--- src/pkg/osc_cal_regs.svh ---
// Register offsets, field positions, reset values and timing counts.
`ifndef OSC_CAL_REGS_SVH
`define OSC_CAL_REGS_SVH
`define TUNE_CODE_ADDR      8'h59
`define HOLD_CTRL_ADDR      8'h5c
`define CAL_CTRL_ADDR       8'h5d
`define CAL_STATE_ADDR      8'h5e
`define HOLD_CTRL_RESET     8'h00
`define CAL_CTRL_RESET      8'h40
`define TUNE_CODE_RESET     7'h00
`define TUNE_CODE_MSB       6
`define SETTLE_MSB          6
`define SETTLE_LSB          4
`define CAL_ENABLE_BIT      0
`define HOLD_BIT            0
`define COMPLETE_BIT        0
`define SETTLE_BASE_CYCLES  16'h0010
`endif

--- src/pkg/osc_cal_pkg.sv ---
// Types shared by the oscillator calibration control block.
`default_nettype none
package osc_cal_pkg;
    typedef struct packed {
        logic       wr;
        logic       rd;
        logic [7:0] addr;
        logic [7:0] wdata;
    } reg_req_t;

    typedef struct packed {
        logic       valid;
        logic [7:0] rdata;
    } reg_rsp_t;

    typedef enum logic [1:0] {
        CAL_IDLE,
        CAL_SETTLE,
        CAL_DECIDE,
        CAL_DONE
    } cal_state_t;
endpackage
`default_nettype wire

--- src/logic/osc_cal_engine.sv ---
// Successive-approximation search for the oscillator tune code.
`timescale 1ns/1ps
`default_nettype none
`include "osc_cal_regs.svh"
module osc_cal_engine
    import osc_cal_pkg::*;
(
    input  wire logic       i_clk,
    input  wire logic       i_rst,
    input  wire logic       i_start,
    input  wire logic       i_abort,
    input  wire logic [2:0] i_settle_sel,
    input  wire logic       i_freq_high,
    output logic            o_busy,
    output logic            o_done,
    output logic [6:0]      o_code
);
    cal_state_t  state_reg,  state_next;
    logic [6:0]  code_reg,   code_next;
    logic [6:0]  bit_reg,    bit_next;
    logic [15:0] wait_reg,   wait_next;

    // Settle time doubles with each step of the select field.
    function automatic logic [15:0] settle_cycles(input logic [2:0] sel);
        settle_cycles = 16'(`SETTLE_BASE_CYCLES << sel);
    endfunction

    always_comb
    begin
        state_next = state_reg;
        code_next  = code_reg;
        bit_next   = bit_reg;
        wait_next  = wait_reg;
        o_done     = 1'b0;
        if (i_abort)
        begin
            state_next = CAL_IDLE;
        end
        else
        begin
            case (state_reg)
                CAL_IDLE:
                begin
                    if (i_start)
                    begin
                        code_next  = 7'h40;
                        bit_next   = 7'h40;
                        wait_next  = settle_cycles(i_settle_sel);
                        state_next = CAL_SETTLE;
                    end
                end
                CAL_SETTLE:
                begin
                    if (wait_reg == 16'h0000)
                    begin
                        state_next = CAL_DECIDE;
                    end
                    else
                    begin
                        wait_next = wait_reg - 16'h0001;
                    end
                end
                CAL_DECIDE:
                begin
                    // Clear the trial bit when the oscillator runs fast.
                    if (i_freq_high)
                    begin
                        code_next = code_reg & ~bit_reg;
                    end
                    if (bit_reg == 7'h01)
                    begin
                        state_next = CAL_DONE;
                    end
                    else
                    begin
                        bit_next   = bit_reg >> 1;
                        code_next  = (i_freq_high ? (code_reg & ~bit_reg)
                                                  : code_reg) | (bit_reg >> 1);
                        wait_next  = settle_cycles(i_settle_sel);
                        state_next = CAL_SETTLE;
                    end
                end
                CAL_DONE:
                begin
                    // Flagged here, once the last decision is in the code.
                    o_done     = 1'b1;
                    state_next = CAL_IDLE;
                end
                default:
                begin
                    state_next = CAL_IDLE;
                end
            endcase
        end
    end

    always_ff @(posedge i_clk)
    begin
        if (i_rst)
        begin
            state_reg <= CAL_IDLE;
            code_reg  <= `TUNE_CODE_RESET;
            bit_reg   <= 7'h00;
            wait_reg  <= 16'h0000;
        end
        else
        begin
            state_reg <= state_next;
            code_reg  <= code_next;
            bit_reg   <= bit_next;
            wait_reg  <= wait_next;
        end
    end

    assign o_busy = (state_reg == CAL_SETTLE) || (state_reg == CAL_DECIDE);
    assign o_code = code_reg;
endmodule
`default_nettype wire

--- src/logic/osc_cal_control.sv ---
// Register file and sequencing for oscillator tune calibration.
`timescale 1ns/1ps
`default_nettype none
`include "osc_cal_regs.svh"
module osc_cal_control
    import osc_cal_pkg::*;
(
    input  wire logic       i_clk,
    input  wire logic       i_rst,
    input  wire reg_req_t   i_req,
    input  wire logic       i_freq_high,
    output reg_rsp_t        o_rsp,
    output logic [6:0]      o_tune_code,
    output logic            o_pll_hold,
    output logic            o_cal_busy
);
    logic [7:0] hold_reg,     hold_next;
    logic [7:0] ctrl_reg,     ctrl_next;
    logic [6:0] tune_reg,     tune_next;
    logic       complete_reg, complete_next;
    logic       busy_reg,     busy_next;
    reg_rsp_t   rsp_reg,      rsp_next;
    logic       start;
    logic       abort;
    logic       eng_busy;
    logic       eng_done;
    logic [6:0] eng_code;

    function automatic logic hit(input reg_req_t r, input logic [7:0] a);
        hit = r.addr == a;
    endfunction

    wire hold_write = i_req.wr && hit(i_req, `HOLD_CTRL_ADDR);
    wire release_hold = hold_write && hold_reg[`HOLD_BIT]
                        && !i_req.wdata[`HOLD_BIT];

    // Calibration runs only on the hold release with the enable set.
    assign start = release_hold && ctrl_reg[`CAL_ENABLE_BIT];
    assign abort = hold_write && i_req.wdata[`HOLD_BIT];

    osc_cal_engine u_engine (
        .i_clk        (i_clk),
        .i_rst        (i_rst),
        .i_start      (start),
        .i_abort      (abort),
        .i_settle_sel (ctrl_reg[`SETTLE_MSB:`SETTLE_LSB]),
        .i_freq_high  (i_freq_high),
        .o_busy       (eng_busy),
        .o_done       (eng_done),
        .o_code       (eng_code)
    );

    always_comb
    begin
        hold_next     = hold_reg;
        ctrl_next     = ctrl_reg;
        tune_next     = tune_reg;
        complete_next = complete_reg;
        busy_next     = (eng_busy && !abort) || start;
        rsp_next      = '0;
        if (hold_write)
        begin
            hold_next = {7'h00, i_req.wdata[`HOLD_BIT]};
        end
        // Control writes land regardless; software keeps them to hold time.
        if (i_req.wr && hit(i_req, `CAL_CTRL_ADDR))
        begin
            ctrl_next = {1'b0, i_req.wdata[`SETTLE_MSB:`SETTLE_LSB], 3'b000,
                         i_req.wdata[`CAL_ENABLE_BIT]};
        end
        if (i_req.wr && hit(i_req, `TUNE_CODE_ADDR))
        begin
            tune_next = i_req.wdata[`TUNE_CODE_MSB:0];
        end
        // The final code arrives in the cycle after the engine leaves busy.
        if (eng_busy || eng_done)
        begin
            tune_next = eng_code;
        end
        // A hold write outranks completion, so the flag never reads 1
        // while the PLL is held.
        if (abort || start)
        begin
            complete_next = 1'b0;
        end
        else if (release_hold || eng_done)
        begin
            complete_next = 1'b1;
        end
        if (i_req.rd)
        begin
            rsp_next.valid = 1'b1;
            case (i_req.addr)
                `HOLD_CTRL_ADDR: rsp_next.rdata = hold_reg;
                `CAL_CTRL_ADDR:  rsp_next.rdata = ctrl_reg;
                `TUNE_CODE_ADDR: rsp_next.rdata = {1'b0, tune_reg};
                `CAL_STATE_ADDR: rsp_next.rdata = {7'h00, complete_reg};
                default:         rsp_next.rdata = 8'h00;
            endcase
        end
    end

    always_ff @(posedge i_clk)
    begin
        if (i_rst)
        begin
            hold_reg     <= `HOLD_CTRL_RESET;
            ctrl_reg     <= `CAL_CTRL_RESET;
            tune_reg     <= `TUNE_CODE_RESET;
            complete_reg <= 1'b0;
            busy_reg     <= 1'b0;
            rsp_reg      <= '0;
        end
        else
        begin
            hold_reg     <= hold_next;
            ctrl_reg     <= ctrl_next;
            tune_reg     <= tune_next;
            complete_reg <= complete_next;
            busy_reg     <= busy_next;
            rsp_reg      <= rsp_next;
        end
    end

    assign o_rsp       = rsp_reg;
    assign o_tune_code = tune_reg;
    assign o_pll_hold  = hold_reg[`HOLD_BIT];
    assign o_cal_busy  = busy_reg;
endmodule
`default_nettype wire

--- config.mk ---
export PLATFORM = sky130hd
export DESIGN_NAME = osc_cal_control
export DESIGN_NICKNAME = d
export VERILOG_FILES = /design/src/pkg/osc_cal_pkg.sv /design/src/logic/osc_cal_engine.sv /design/src/logic/osc_cal_control.sv
export VERILOG_INCLUDE_DIRS = /design/src /design/src/pkg
export SDC_FILE = /design/constraint.sdc
export NUM_CORES = 1
export LEC_CHECK = 0
export ABC_AREA = 1
export BUFFER_PORTS_ARGS = -buffer_cell sky130_fd_sc_hd__buf_2
export CORE_ASPECT_RATIO = 0.5
export CORE_MARGIN = 3
export CORE_UTILIZATION = 49
export CTS_BUF_LIST = sky130_fd_sc_hd__clkbuf_4
export DETAILED_ROUTE_END_ITERATION = 12
export GPL_ROUTABILITY_DRIVEN = 0
export GPL_TIMING_DRIVEN = 1
export PLACE_DENSITY = 0.7
export SYNTH_ARGS = -nofsm -noshare
export SYNTH_HDL_FRONTEND = slang
export SYNTH_SLANG_ARGS = --single-unit
--- constraint.sdc ---
create_clock -name i_clk -period 4 [get_ports i_clk]
set_input_delay 0.4 -clock i_clk [delete_from_list [all_inputs] [get_ports i_clk]]
set_output_delay 0.4 -clock i_clk [all_outputs]
set_load 0.05 [all_outputs]
**Word-level counts from Yosys, hierarchy flattened**

Cells that the tools add are included.

- Register bits: 55
- Bits of input ports: 21
- Output and inout port bits: 18

- Add/sub/neg operators: 1
- Equal/unequal tests: 12
- Shifts and indexed selects: 1
- Mux-type cells: 20
- Bitwise logic cells: 5
- Reductions and logical operators: 27

Operators with widths:

| operator | count |
|---|---|
| $mux W16 | 3 |
| $pmux W16 S3 | 1 |
| $mux W7 | 6 |
| $eq A8 B7 Y1 const B | 4 |
| $pmux W7 S2 | 2 |
| $pmux W7 S4 | 1 |
| $logic_not A16 Y1 | 1 |
| $shl A5 B3 Y16 const A | 1 |
| $sub A16 B1 Y16 const B | 1 |
| $mux W9 | 1 |
| $logic_and A1 B1 Y1 | 8 |
| $pmux W2 S4 | 1 |
| $and A7 B7 Y7 | 1 |
| $eq A7 B1 Y1 const B | 1 |
| $not A7 Y7 | 1 |
| $or A7 B6 Y7 | 1 |
| $mux W2 | 3 |
| $ne A2 B2 Y1 const B | 3 |
| $reduce_or A2 Y1 | 3 |
| $logic_or A1 B1 Y1 | 5 |
| $reduce_and A5 Y1 | 1 |
| $eq A2 B2 Y1 const B | 2 |
| $reduce_and A4 Y1 | 1 |
| $reduce_bool A2 Y1 | 2 |
| 9 further kinds | 12 |

**Logic depth before layout (Yosys ltp)**

Gate-level depths: netlist of the first run.

- Depth after elaboration: 7
- Gate-level depth with buffers: 12
- Gate-level depth less buffers: 11

**Hierarchy**

A second synthesis of the first run with hierarchy kept.

- Cells, all modules: 459
- Area, all modules: 3,039.2 um^2

Modules (own cells, without submodules):

| module | instances | cells each | area an instance (um^2) | seq. area each (um^2) |
|---|---|---|---|---|
| osc_cal_engine | 1 | 307 | 1,980.6 | 640.6 |
| osc_cal_control | 1 | 152 | 1,058.5 | 440.4 |

**Least setup slack after synthesis of the first run**

No wires, ideal clock.

- Path kind: register -> register
- From: register u_engine.state_reg[0]
- To: register u_engine.wait_reg[12]
- Setup time: 0.115 ns
- Data arrival time: 1.465 ns
- Required time: 3.885 ns
- Setup slack: 2.420 ns
- Cell stages (with the launch flop): 11
- Path through: dfxtp_1 -> inv_1 -> ha_1 -> nand2_1 -> nor3_1 -> nand2_1 -> nand2_2 -> nor2_8 -> buf_4 -> a21oi_1 -> nor2_1

- Longest elaborated chain between the ends: 3

Ends and longest elaborated chain:

| what | RTL line | RTL |
|---|---|---|
| from (decl) | osc_cal_engine.sv:18 | `cal_state_t state_reg, state_next;` |
| from (signal assigned) | osc_cal_engine.sv:108 | `state_reg <= state_next;` |
| $eq A2 B1 Y1, or another cell as far along | osc_cal_engine.sv:41 | `case (state_reg)` |
| $ne A2 B2 Y1 (no line) or $reduce_bool A3 Y1 (tied branches) | - |  |
| $reduce_and A5 Y1 (no line) | - |  |
| to (signal assigned) | osc_cal_engine.sv:111 | `wait_reg <= wait_next;` |
| to (decl) | osc_cal_engine.sv:21 | `logic [15:0] wait_reg, wait_next;` |

Parallel ways exist; a longest one is shown, timed or not.
A chain may end at the register's enable or synchronous reset.

**Final worst setup path of the first run**

- From: register u_engine.state_reg[0]
- To: register u_engine.bit_reg[6]

- Longest elaborated chain between the ends: 3

Ends and longest elaborated chain:

| what | RTL line | RTL |
|---|---|---|
| $eq A2 B2 Y1 or $logic_not A2 Y1 (tied branches) | osc_cal_engine.sv:41 |  |
| $ne A2 B2 Y1 (no line) or $reduce_bool A2 Y1 (tied branches) | - |  |
| $reduce_and A4 Y1 (no line) | - |  |
| to (signal assigned) | osc_cal_engine.sv:110 | `bit_reg <= bit_next;` |
| to (decl) | osc_cal_engine.sv:20 | `logic [6:0] bit_reg, bit_next;` |

Parallel ways exist; a longest one is shown, timed or not.

==> results.sh, run 1 <==
export IMPL_status="completed"
export IMPL_synth_area_top_cells="dfxtp_1, nand2_1, inv_1"
export IMPL_syn_area_per_cell_um2=6.440
export IMPL_drcViolationCount=0
export IMPL_synth_fa_ha_area_share_pct=2.350
export IMPL_cts_resized=0
export IMPL_overflow=0
export IMPL_synth_cell_types=37
export IMPL_switching_share_pct=25.61
export IMPL_grt_pass1_wl_mm=12.12
export IMPL_antennaDiodeCount=0
export IMPL_path_clk_slew_ns=0.16
export IMPL_place_area_um2=3353
export IMPL_drtIter0Drc=185
export IMPL_grt_pass1_vias=2660
export IMPL_ys_seq_elements=54
export IMPL_synth_async_reset_ratio_pct=0
export IMPL_p_leak_nw=1.584
export IMPL_fp_dieW_um=120.2
export IMPL_vdd_ir_drop_max_mv=0.1363
export IMPL_worstMarginPinSlew_ns=0.8308
export IMPL_netlist_top_cells_count="nand2_1, inv_1, nor2_1, dfxtp_1"
export IMPL_synthMuxAreaShare_pct=0
export IMPL_seqPwrFrac_pct=64.8
export IMPL_synth_top_area_share_pct=33.84
export IMPL_hold_violations=0
export IMPL_io_pins=39
export IMPL_antenna_found_initial=0
export IMPL_instances_no_fill=611
export IMPL_finalSetupViolCount=0
export IMPL_cts_root_buf="clkbuf_4"
export IMPL_power_switching_w=0.0002132
export IMPL_wl_per_cell_um=11.57
export IMPL_min_path_type="in2reg"
export IMPL_cts_buffers=5
export IMPL_postCtsSetupRepairBufs=0
export IMPL_yosys_area_share_simple_pct=37.64
export IMPL_yosysWarnings=0
export IMPL_synth_top_cell_by_area="dfxtp_1"
export IMPL_ys_flop_type="dfxtp_1"
export IMPL_internal_power_w=0.0006190
export IMPL_h_tree_depth=2
export IMPL_synth_edf_count=0
export IMPL_synth_cells=496
export IMPL_dp_hpwl_mm=5.041
export IMPL_clockBufferDepth=2
export IMPL_largest_reg_flops=16
export IMPL_pwr_share_comb_pct=5.5
export IMPL_dieArea_um2=7582
export IMPL_drt_pre_antenna_iters=4
export IMPL_core_region_area_um2=6181
export IMPL_crit_type="reg2reg"
export IMPL_die_h_um=63.09
export IMPL_arrival_ns=2.61
export IMPL_clock_skew_ns=0.01343
export IMPL_cts_tree="yes"
export IMPL_hold_buffers=0
export IMPL_track_usage_pct=19.45
export IMPL_cts_sinks=54
export IMPL_start_kind="flop"
export IMPL_slew_headroom_pct=44.55
export IMPL_fin_crit_sh_pct=57.21
export IMPL_synth_compound_area_share_pct=13.00
export IMPL_start_util_pct=51.68
export IMPL_wl_mm=7.069
export IMPL_fin_tns_setup_ns=0
export IMPL_reg2reg_slack_ns=1.71
export IMPL_synth_top_family_by_area="simple AND/OR/NAND/NOR gates"
export IMPL_drive_above_1_share_pct=13.19
export IMPL_synth_nets=523
export IMPL_syn_area_um2=3194
export IMPL_rsz0062_at_grt="false"
export IMPL_period_needed_ns=2.288
export IMPL_power_density_nw_per_um2=244.2
export IMPL_cp_end_kind="flop"
export IMPL_design_area_um2=3407
export IMPL_dp_cells=603
export IMPL_io_buffers=36
export IMPL_grt_max_degree=39
export IMPL_via_per_inst=5.031
export IMPL_drt_antenna_violating_nets=0
export IMPL_yosysMostFrequentCell="nand2_1"
export IMPL_slew_viol_final=0
export IMPL_synth_xor_xnor_area_share_pct=0.5484
export IMPL_num_vias=3074
export IMPL_cp_data_required_time_ns=4.32
export IMPL_max_freq_ghz=0.4370
export IMPL_max_cap_viol_count=0
export IMPL_fp_row_count=20
export IMPL_fin_nets=549
export IMPL_p_clk_share_pct=29.7
export IMPL_cp_max_fo=16
export IMPL_insertion_delay_ns=0.40
export IMPL_ys_seq_area_share_pct=33.84
export IMPL_areaGrowthSynthToFinish_pct=6.659
-- critical path, cell delays in order (launching register included) --
cell     delay (ns)
dfxtp_1        0.36
inv_1          0.13
ha_1           0.52
nor2_1         0.15
nor2_2         0.54
nand3_2        0.28
nor2_1         0.18
nor2_2         0.05
-- cells in the final DEF, fill, tap and decap left out, types with 2 or more instances in the layout --
cell        n
clkbuf_4    5
nand2_4     2
nand3_1    45
nand3_2     2
buf_2      36
or2_2       4
nand2_2     4
xor2_1      2
o21ai_0    26
nand2_1   119
nor3_1      5
a21oi_1    45
clkinv_2    2
o21ai_1     5
ha_1        6
nand4_1    11
nor2_1     60
inv_1      67
nor2_2      7
dfxtp_1    54
-- worst paths after layout --
path                                                    startpoint                                end  cells past startpoint
worst max-delay path            u_engine.state_reg[0]$_SDFFE_PP0P_   u_engine.bit_reg[6]$_SDFFE_PP0P_                      7
worst min-delay path                                         i_rst  u_engine.wait_reg[2]$_SDFFE_PP0P_                      2
worst max register to register  u_engine.state_reg[0]$_SDFFE_PP0P_   u_engine.bit_reg[6]$_SDFFE_PP0P_                      7
worst min register to register         o_tune_code[3]$_SDFFE_PP0P_                o_rsp[3]$_SDFF_PP0_                      2
-- power by group through the flow --
stage / registers (W) / clock network, W / logic [W]
2_1_floorplan: 0.000553 / 0 / 0.0000239
3_3_place_gp: 0.000551 / 0 / 0.0000450
3_5_place_dp: 0.000551 / 0 / 0.0000455
4_1_cts: 0.000539 / 0.000256 / 0.0000456
5_1_grt: 0.000540 / 0.000279 / 0.0000505
6_report: 0.000539 / 0.000247 / 0.0000456
-- area by class of cell --
class | count | area (µm²)
Clock inverter | 3 | 16.27
Inverter | 69 | 260.3
Clock buffer | 5 | 37.54
Fill cell | 640 | 2774
Multi-Input combinational cell | 355 | 1714
Timing Repair Buffer | 37 | 187.7
Sequential cell | 54 | 1081
Tap cell | 88 | 110.1
-- metal layers --
layer | track usage, % | wire length (µm)
met5 | 0 | 0
met4 | 4.850 | 78
met3 | 4.574 | 371
met2 | 31.38 | 3088
met1 | 26.39 | 3529
-- logic make-up (layout without fill, tap and decap cells) --
family,Yosys count,after routing
flops,54,54
buf+inv,87,114
simple gates,265,265
other cells,1,1
xor+xnor,2,2
compound gates,81,81
fa+ha+maj,6,6
-- per-stage QoR --
stage               hold slack [ns]  total power [W]  worst slack (ns)  util [%]
floorplan                    0.4442        0.0005769             2.420         -
global placement             0.4519        0.0005957             1.752     54.25
detailed placement           0.4500        0.0005962             1.746     54.25
CTS                          0.2477        0.0008412             1.734     55.12
global route                 0.2592        0.0008696             1.441     55.12
finish                       0.2570        0.0008321             1.712     55.12
Power figures use the tool's default switching activity.
==> inputs of run 2 (changes only) <==
--- a/config.mk
+++ b/config.mk
@@ -15,7 +15,7 @@
 export DETAILED_ROUTE_END_ITERATION = 12
 export GPL_ROUTABILITY_DRIVEN = 0
 export GPL_TIMING_DRIVEN = 1
-export PLACE_DENSITY = 0.7
+export PLACE_DENSITY = 0.73
 export SYNTH_ARGS = -nofsm -noshare
 export SYNTH_HDL_FRONTEND = slang
 export SYNTH_SLANG_ARGS = --single-unit
==> constraint.sdc (replaced) <==
create_clock -name i_clk -period 2.1 [get_ports i_clk]
set_input_delay 0.21 -clock i_clk [delete_from_list [all_inputs] [get_ports i_clk]]
set_output_delay 0.21 -clock i_clk [all_outputs]
set_load 0.05 [all_outputs]
==> run 2 against run 1 <==
Against the previous run: critical path depth increased by 4; critical path type unchanged; largest power group unchanged; setup slack got worse by 1.4 ns; register-to-register slack got worse by 1.4 ns; sequential share of layout area decreased by 0.59 points.
==> results.sh, run 2 (same netlist as run 1, synthesis figures left out) <==
export IMPL_power_density_nw_per_um2=462.5
export IMPL_num_vias=3080
export IMPL_wl_mm=6.971
export IMPL_antenna_found_initial=0
export IMPL_critPathMaxStageDelay_ns=0.39
export IMPL_max_freq_ghz=0.5465
export IMPL_power_switching_w=0.0004054
export IMPL_p_clk_share_pct=30.6
export IMPL_fin_tns_setup_ns=0
export IMPL_hold_worst_slack_ns=0.07562
export IMPL_io_pins=39
export IMPL_cts_tree="yes"
export IMPL_seqPwrFrac_pct=64.0
export IMPL_insertion_delay_ns=0.40
export IMPL_crit_chain="inv_1 > ha_1 > nand2_1 > nor3_1 > nand2_1 > nand2_2 > nor2_8 > nand2_4 > nand2_1 > nand2_1 > nor2_1"
export IMPL_grt_max_degree=27
export IMPL_crit_type="reg2reg"
export IMPL_hold_violations=0
export IMPL_h_tree_depth=2
export IMPL_overflow=0
export IMPL_wl_met3_um=308
export IMPL_met2WireLength_mm=2.975
export IMPL_rsz0062_at_grt="false"
export IMPL_cp_max_fo=19
export IMPL_dr_max_layer_used="met4"
export IMPL_fp_row_count=20
export IMPL_min_path_type="in2reg"
export IMPL_power_w=0.001606
export IMPL_path_delay_family="simple AND/OR/NAND/NOR gates"
export IMPL_postCtsSetupRepairBufs=0
export IMPL_switching_share_pct=25.25
export IMPL_cpMostUsedCell="nand2_1"
export IMPL_vdd_ir_drop_max_mv=0.2844
export IMPL_instances_no_fill=619
export IMPL_drive_above_1_share_pct=14.69
export IMPL_core_region_area_um2=6181
export IMPL_cts_resized=0
export IMPL_cp_slowest_cell="dfxtp_1"
export IMPL_drcViolationCount=0
export IMPL_cts_buffers=5
export IMPL_p_leak_nw=1.631
export IMPL_fp_dieW_um=120.2
export IMPL_dp_cells=611
export IMPL_grt_pass1_wl_mm=12.24
export IMPL_grt_pass1_vias=2806
export IMPL_drt_antenna_violating_nets=0
export IMPL_final_common_cell="nand2_1"
export IMPL_max_cap_viol_count=0
export IMPL_clock_skew_ns=0.01004
export IMPL_via_per_inst=4.976
export IMPL_hold_buffers=0
export IMPL_largest_reg_flops=16
export IMPL_path_buf_inv=1
export IMPL_finalSetupViolCount=0
export IMPL_fin_nets=557
export IMPL_cts_sinks=54
export IMPL_fin_crit_sh_pct=87.14
export IMPL_antennaDiodeCount=0
export IMPL_path_clk_slew_ns=0.16
export IMPL_io_buffers=36
export IMPL_fillers=624
export IMPL_wl_per_cell_um=11.26
export IMPL_status="completed"
export IMPL_cts_root_buf="clkbuf_4"
export IMPL_cp_data_required_time_ns=2.44
export IMPL_final_cell_mix="nand2_1, inv_1, nor2_1"
export IMPL_internal_power_w=0.001200
export IMPL_dieArea_um2=7582
export IMPL_die_h_um=63.09
export IMPL_drtIter0Drc=133
export IMPL_dp_hpwl_mm=5.199
export IMPL_drt_pre_antenna_iters=4
export IMPL_pwr_share_comb_pct=5.4
export IMPL_track_usage_pct=19.42
export IMPL_areaGrowthSynthToFinish_pct=8.696
export IMPL_period_needed_ns=1.830
export IMPL_start_kind="flop"
export IMPL_clockBufferDepth=2
export IMPL_slew_viol_final=0
export IMPL_start_util_pct=51.68
export IMPL_arrival_ns=2.17
export IMPL_cp_end_kind="flop"
export IMPL_met1Wirelength_mm=3.563
[run 2: changes by cell type in the layout (fill, tap and decap cells not counted), sizes merged]
cell | before | now
buf | 37 | 45
clkbuf | 5 | 6
clkinvlp | 1 | 0
[run 2: final cells by class]
type	instances	area, µm²	share of cell area, %
Clock buffer	6	45.04	1.297
Sequential cell	54	1081	31.14
Timing Repair Buffer	45	247.7	7.135
Clock inverter	2	13.76	0.3964
Tap cell	88	110.1	3.171
Inverter	69	260.3	7.496
Multi-Input combinational cell	355	1714	49.37
[run 2: power by group through the flow]
stage | combinational (W) | clock [W] | sequential, W
after floorplan | 0.0000455 | 0 | 0.00105
after global placement | 0.0000857 | 0 | 0.00105
after detailed placement | 0.0000866 | 0 | 0.00105
after CTS | 0.0000869 | 0.000502 | 0.00103
after global routing | 0.0000982 | 0.000552 | 0.00103
final | 0.0000874 | 0.000491 | 0.00103
[run 2: per-stage QoR]
step / worst slack (ns) / area (µm²) / util, %
final: 0.2701 / 3472 / 56.17
after global routing: 0.03614 / 3472 / 56.17
after CTS: 0.2513 / 3472 / 56.17
after detailed placement: 0.2954 / 3413 / 55.22
after global placement: 0.3074 / 3413 / 55.22
after floorplan: 0.5197 / 3194 / -
[run 2: final timing paths]
check / start / end / slack, ns / cells after the start
max: u_engine.state_reg[0]$_SDFFE_PP0P_ / u_engine.wait_reg[10]$_SDFFE_PP0P_ / 0.27 / 11
min: i_rst / hold_reg[0]$_SDFFE_PP0N_ / 0.08 / 2
max reg2reg: u_engine.state_reg[0]$_SDFFE_PP0P_ / u_engine.wait_reg[10]$_SDFFE_PP0P_ / 0.27 / 11
min reg2reg: o_tune_code[3]$_SDFFE_PP0P_ / o_rsp[3]$_SDFF_PP0_ / 0.48 / 2
[run 2: metal layers]
metal  vias to the layer above  track usage [%]
met1                      1351            26.17
met3                        13            4.305
met5                         -                0
met2                        69            30.89
met4                         0            6.562
li1                       1647                -
==> inputs of run 3 (changes only) <==
--- a/config.mk
+++ b/config.mk
@@ -9,7 +9,6 @@
 export ABC_AREA = 1
 export BUFFER_PORTS_ARGS = -buffer_cell sky130_fd_sc_hd__buf_2
 export CORE_ASPECT_RATIO = 0.5
-export CORE_MARGIN = 3
 export CORE_UTILIZATION = 49
 export CTS_BUF_LIST = sky130_fd_sc_hd__clkbuf_4
 export DETAILED_ROUTE_END_ITERATION = 12
==> run 3 against run 2 <==
Against the previous run: register-to-register slack about the same; combinational power about the same; largest power group unchanged; sequential share of layout area down 0.13 points; utilization up 0.24 points; routed wire length up 0.67%; clock skew up 0.0030 ns; clock-buffer cell count down 1; non-clock buffer count down 1; global-route usage up 2.9 points; via count up 1.2%; sequential cell count unchanged.
==> results.sh, run 3 (same netlist as run 1, synthesis figures left out) <==
export IMPL_cts_resized=0
export IMPL_start_kind="flop"
export IMPL_fp_row_count=20
export IMPL_cp_end_kind="flop"
export IMPL_dp_hpwl_mm=5.198
export IMPL_dr_max_layer_used="met4"
export IMPL_min_path_type="in2reg"
export IMPL_wl_met3_um=185
export IMPL_fin_crit_sh_pct=87.49
export IMPL_drt_pre_antenna_iters=4
export IMPL_antenna_found_initial=0
export IMPL_wl_mm=7.018
export IMPL_wl_per_cell_um=11.36
export IMPL_die_h_um=59.09
export IMPL_overflow=0
export IMPL_cp_slowest_cell="dfxtp_1"
export IMPL_largest_reg_flops=16
export IMPL_rsz0062_at_grt="false"
export IMPL_hold_violations=0
export IMPL_instances_no_fill=618
export IMPL_io_pins=39
export IMPL_h_tree_depth=2
export IMPL_grt_pass1_vias=2651
export IMPL_hold_buffers=0
export IMPL_grt_max_degree=23
export IMPL_cts_root_buf="clkbuf_4"
export IMPL_antennaDiodeCount=0
export IMPL_met2WireLength_mm=3.141
export IMPL_io_buffers=36
export IMPL_areaGrowthSynthToFinish_pct=9.166
export IMPL_cts_sinks=54
export IMPL_via_per_inst=5.044
export IMPL_max_cap_viol_count=0
export IMPL_power_density_nw_per_um2=497.9
export IMPL_num_vias=3117
export IMPL_period_needed_ns=1.837
export IMPL_fin_nets=556
export IMPL_r2r_start="u_engine.state_reg[0]$_SDFFE_PP0P_"
export IMPL_drt_antenna_violating_nets=0
export IMPL_track_usage_pct=22.32
export IMPL_postCtsSetupRepairBufs=0
export IMPL_critPathMaxStageDelay_ns=0.40
export IMPL_clockBufferDepth=2
export IMPL_cts_buffers=5
export IMPL_fin_tns_setup_ns=0
export IMPL_slew_viol_final=0
export IMPL_start_util_pct=51.68
export IMPL_arrival_ns=2.16
export IMPL_fillers=662
export IMPL_fp_dieW_um=116.2
export IMPL_max_freq_ghz=0.5443
export IMPL_drive_above_1_share_pct=14.53
export IMPL_hold_worst_slack_ns=0.05534
export IMPL_clock_skew_ns=0.01307
export IMPL_grt_pass1_wl_mm=11.96
export IMPL_crit_type="reg2reg"
export IMPL_path_clk_slew_ns=0.17
export IMPL_drtIter0Drc=205
export IMPL_dieArea_um2=6865
export IMPL_path_buf_inv=1
export IMPL_cts_tree="yes"
export IMPL_cp_max_fo=19
export IMPL_hp_start="i_rst"
export IMPL_insertion_delay_ns=0.41
export IMPL_p_leak_nw=1.637
export IMPL_final_cell_mix="nand2_1, inv_1, nor2_1"
export IMPL_finalSetupViolCount=0
export IMPL_crit_start="u_engine.state_reg[0]$_SDFFE_PP0P_"
export IMPL_vdd_ir_drop_max_mv=0.3036
export IMPL_met1Wirelength_mm=3.623
export IMPL_fin_util_pct=56.42
export IMPL_status="completed"
export IMPL_final_common_cell="nand2_1"
export IMPL_cp_data_required_time_ns=2.42
export IMPL_crit_chain="inv_1 > ha_1 > nand2_1 > nor3_1 > nand2_1 > nand2_2 > nor2_8 > nand2_4 > nor2_1 > nor2_1"
export IMPL_dp_cells=610
export IMPL_drcViolationCount=0
export IMPL_core_region_area_um2=6181
export IMPL_path_delay_family="simple AND/OR/NAND/NOR gates"
## run 3: changes by cell type in the layout (fill, tap and decap cells not counted)
cell / delta
bufinv_16: +1
clkbuf_4: -1
buf_4: -1
inv_6: +1
clkinv_4: -1
## run 3: power breakdown
group	internal (W)	switching, W
logic	0.0000284	0.0000589
registers	0.00103	0.000000492
clock network	0.000253	0.000368
## run 3: per-stage QoR
stage	area (µm²)	setup WS, ns	power, W
6_report	3487	0.2627	0.001736
4_1_cts	3487	0.2782	0.001745
2_1_floorplan	3194	0.5197	0.001099
3_3_place_gp	3406	0.3468	0.001135
3_5_place_dp	3406	0.3091	0.001136
5_1_grt	3487	0.04021	0.001797
## run 3: final timing paths
check                                                           to  slack (ns)  depth (start not counted)
worst max-delay path            u_engine.wait_reg[11]$_SDFFE_PP0P_        0.26                         10
worst min-delay path                      hold_reg[0]$_SDFFE_PP0N_        0.06                          2
worst max register to register  u_engine.wait_reg[11]$_SDFFE_PP0P_        0.26                         10
worst min register to register                 o_rsp[3]$_SDFF_PP0_        0.47                          2
## run 3: per-layer routing
| layer | up-vias | global-route usage, % |
|---|---|---|
| li1 | 1648 | - |
| met1 | 1426 | 30.97 |
| met2 | 35 | 35.29 |
| met3 | 8 | 5.215 |
| met4 | 0 | 5.495 |
| met5 | - | 0 |
## run 3: area by class of cell
| cell class | instances | area [µm²] | share of cell area (%) |
|---|---|---|---|
| Clock inverter | 3 | 43.79 | 1.256 |
| Timing Repair Buffer | 44 | 240.2 | 6.889 |
| Inverter | 69 | 260.3 | 7.463 |
| Clock buffer | 5 | 37.54 | 1.076 |
| Tap cell | 88 | 110.1 | 3.158 |
| Sequential cell | 54 | 1081 | 31.00 |
| Multi-Input combinational cell | 355 | 1714 | 49.16 |
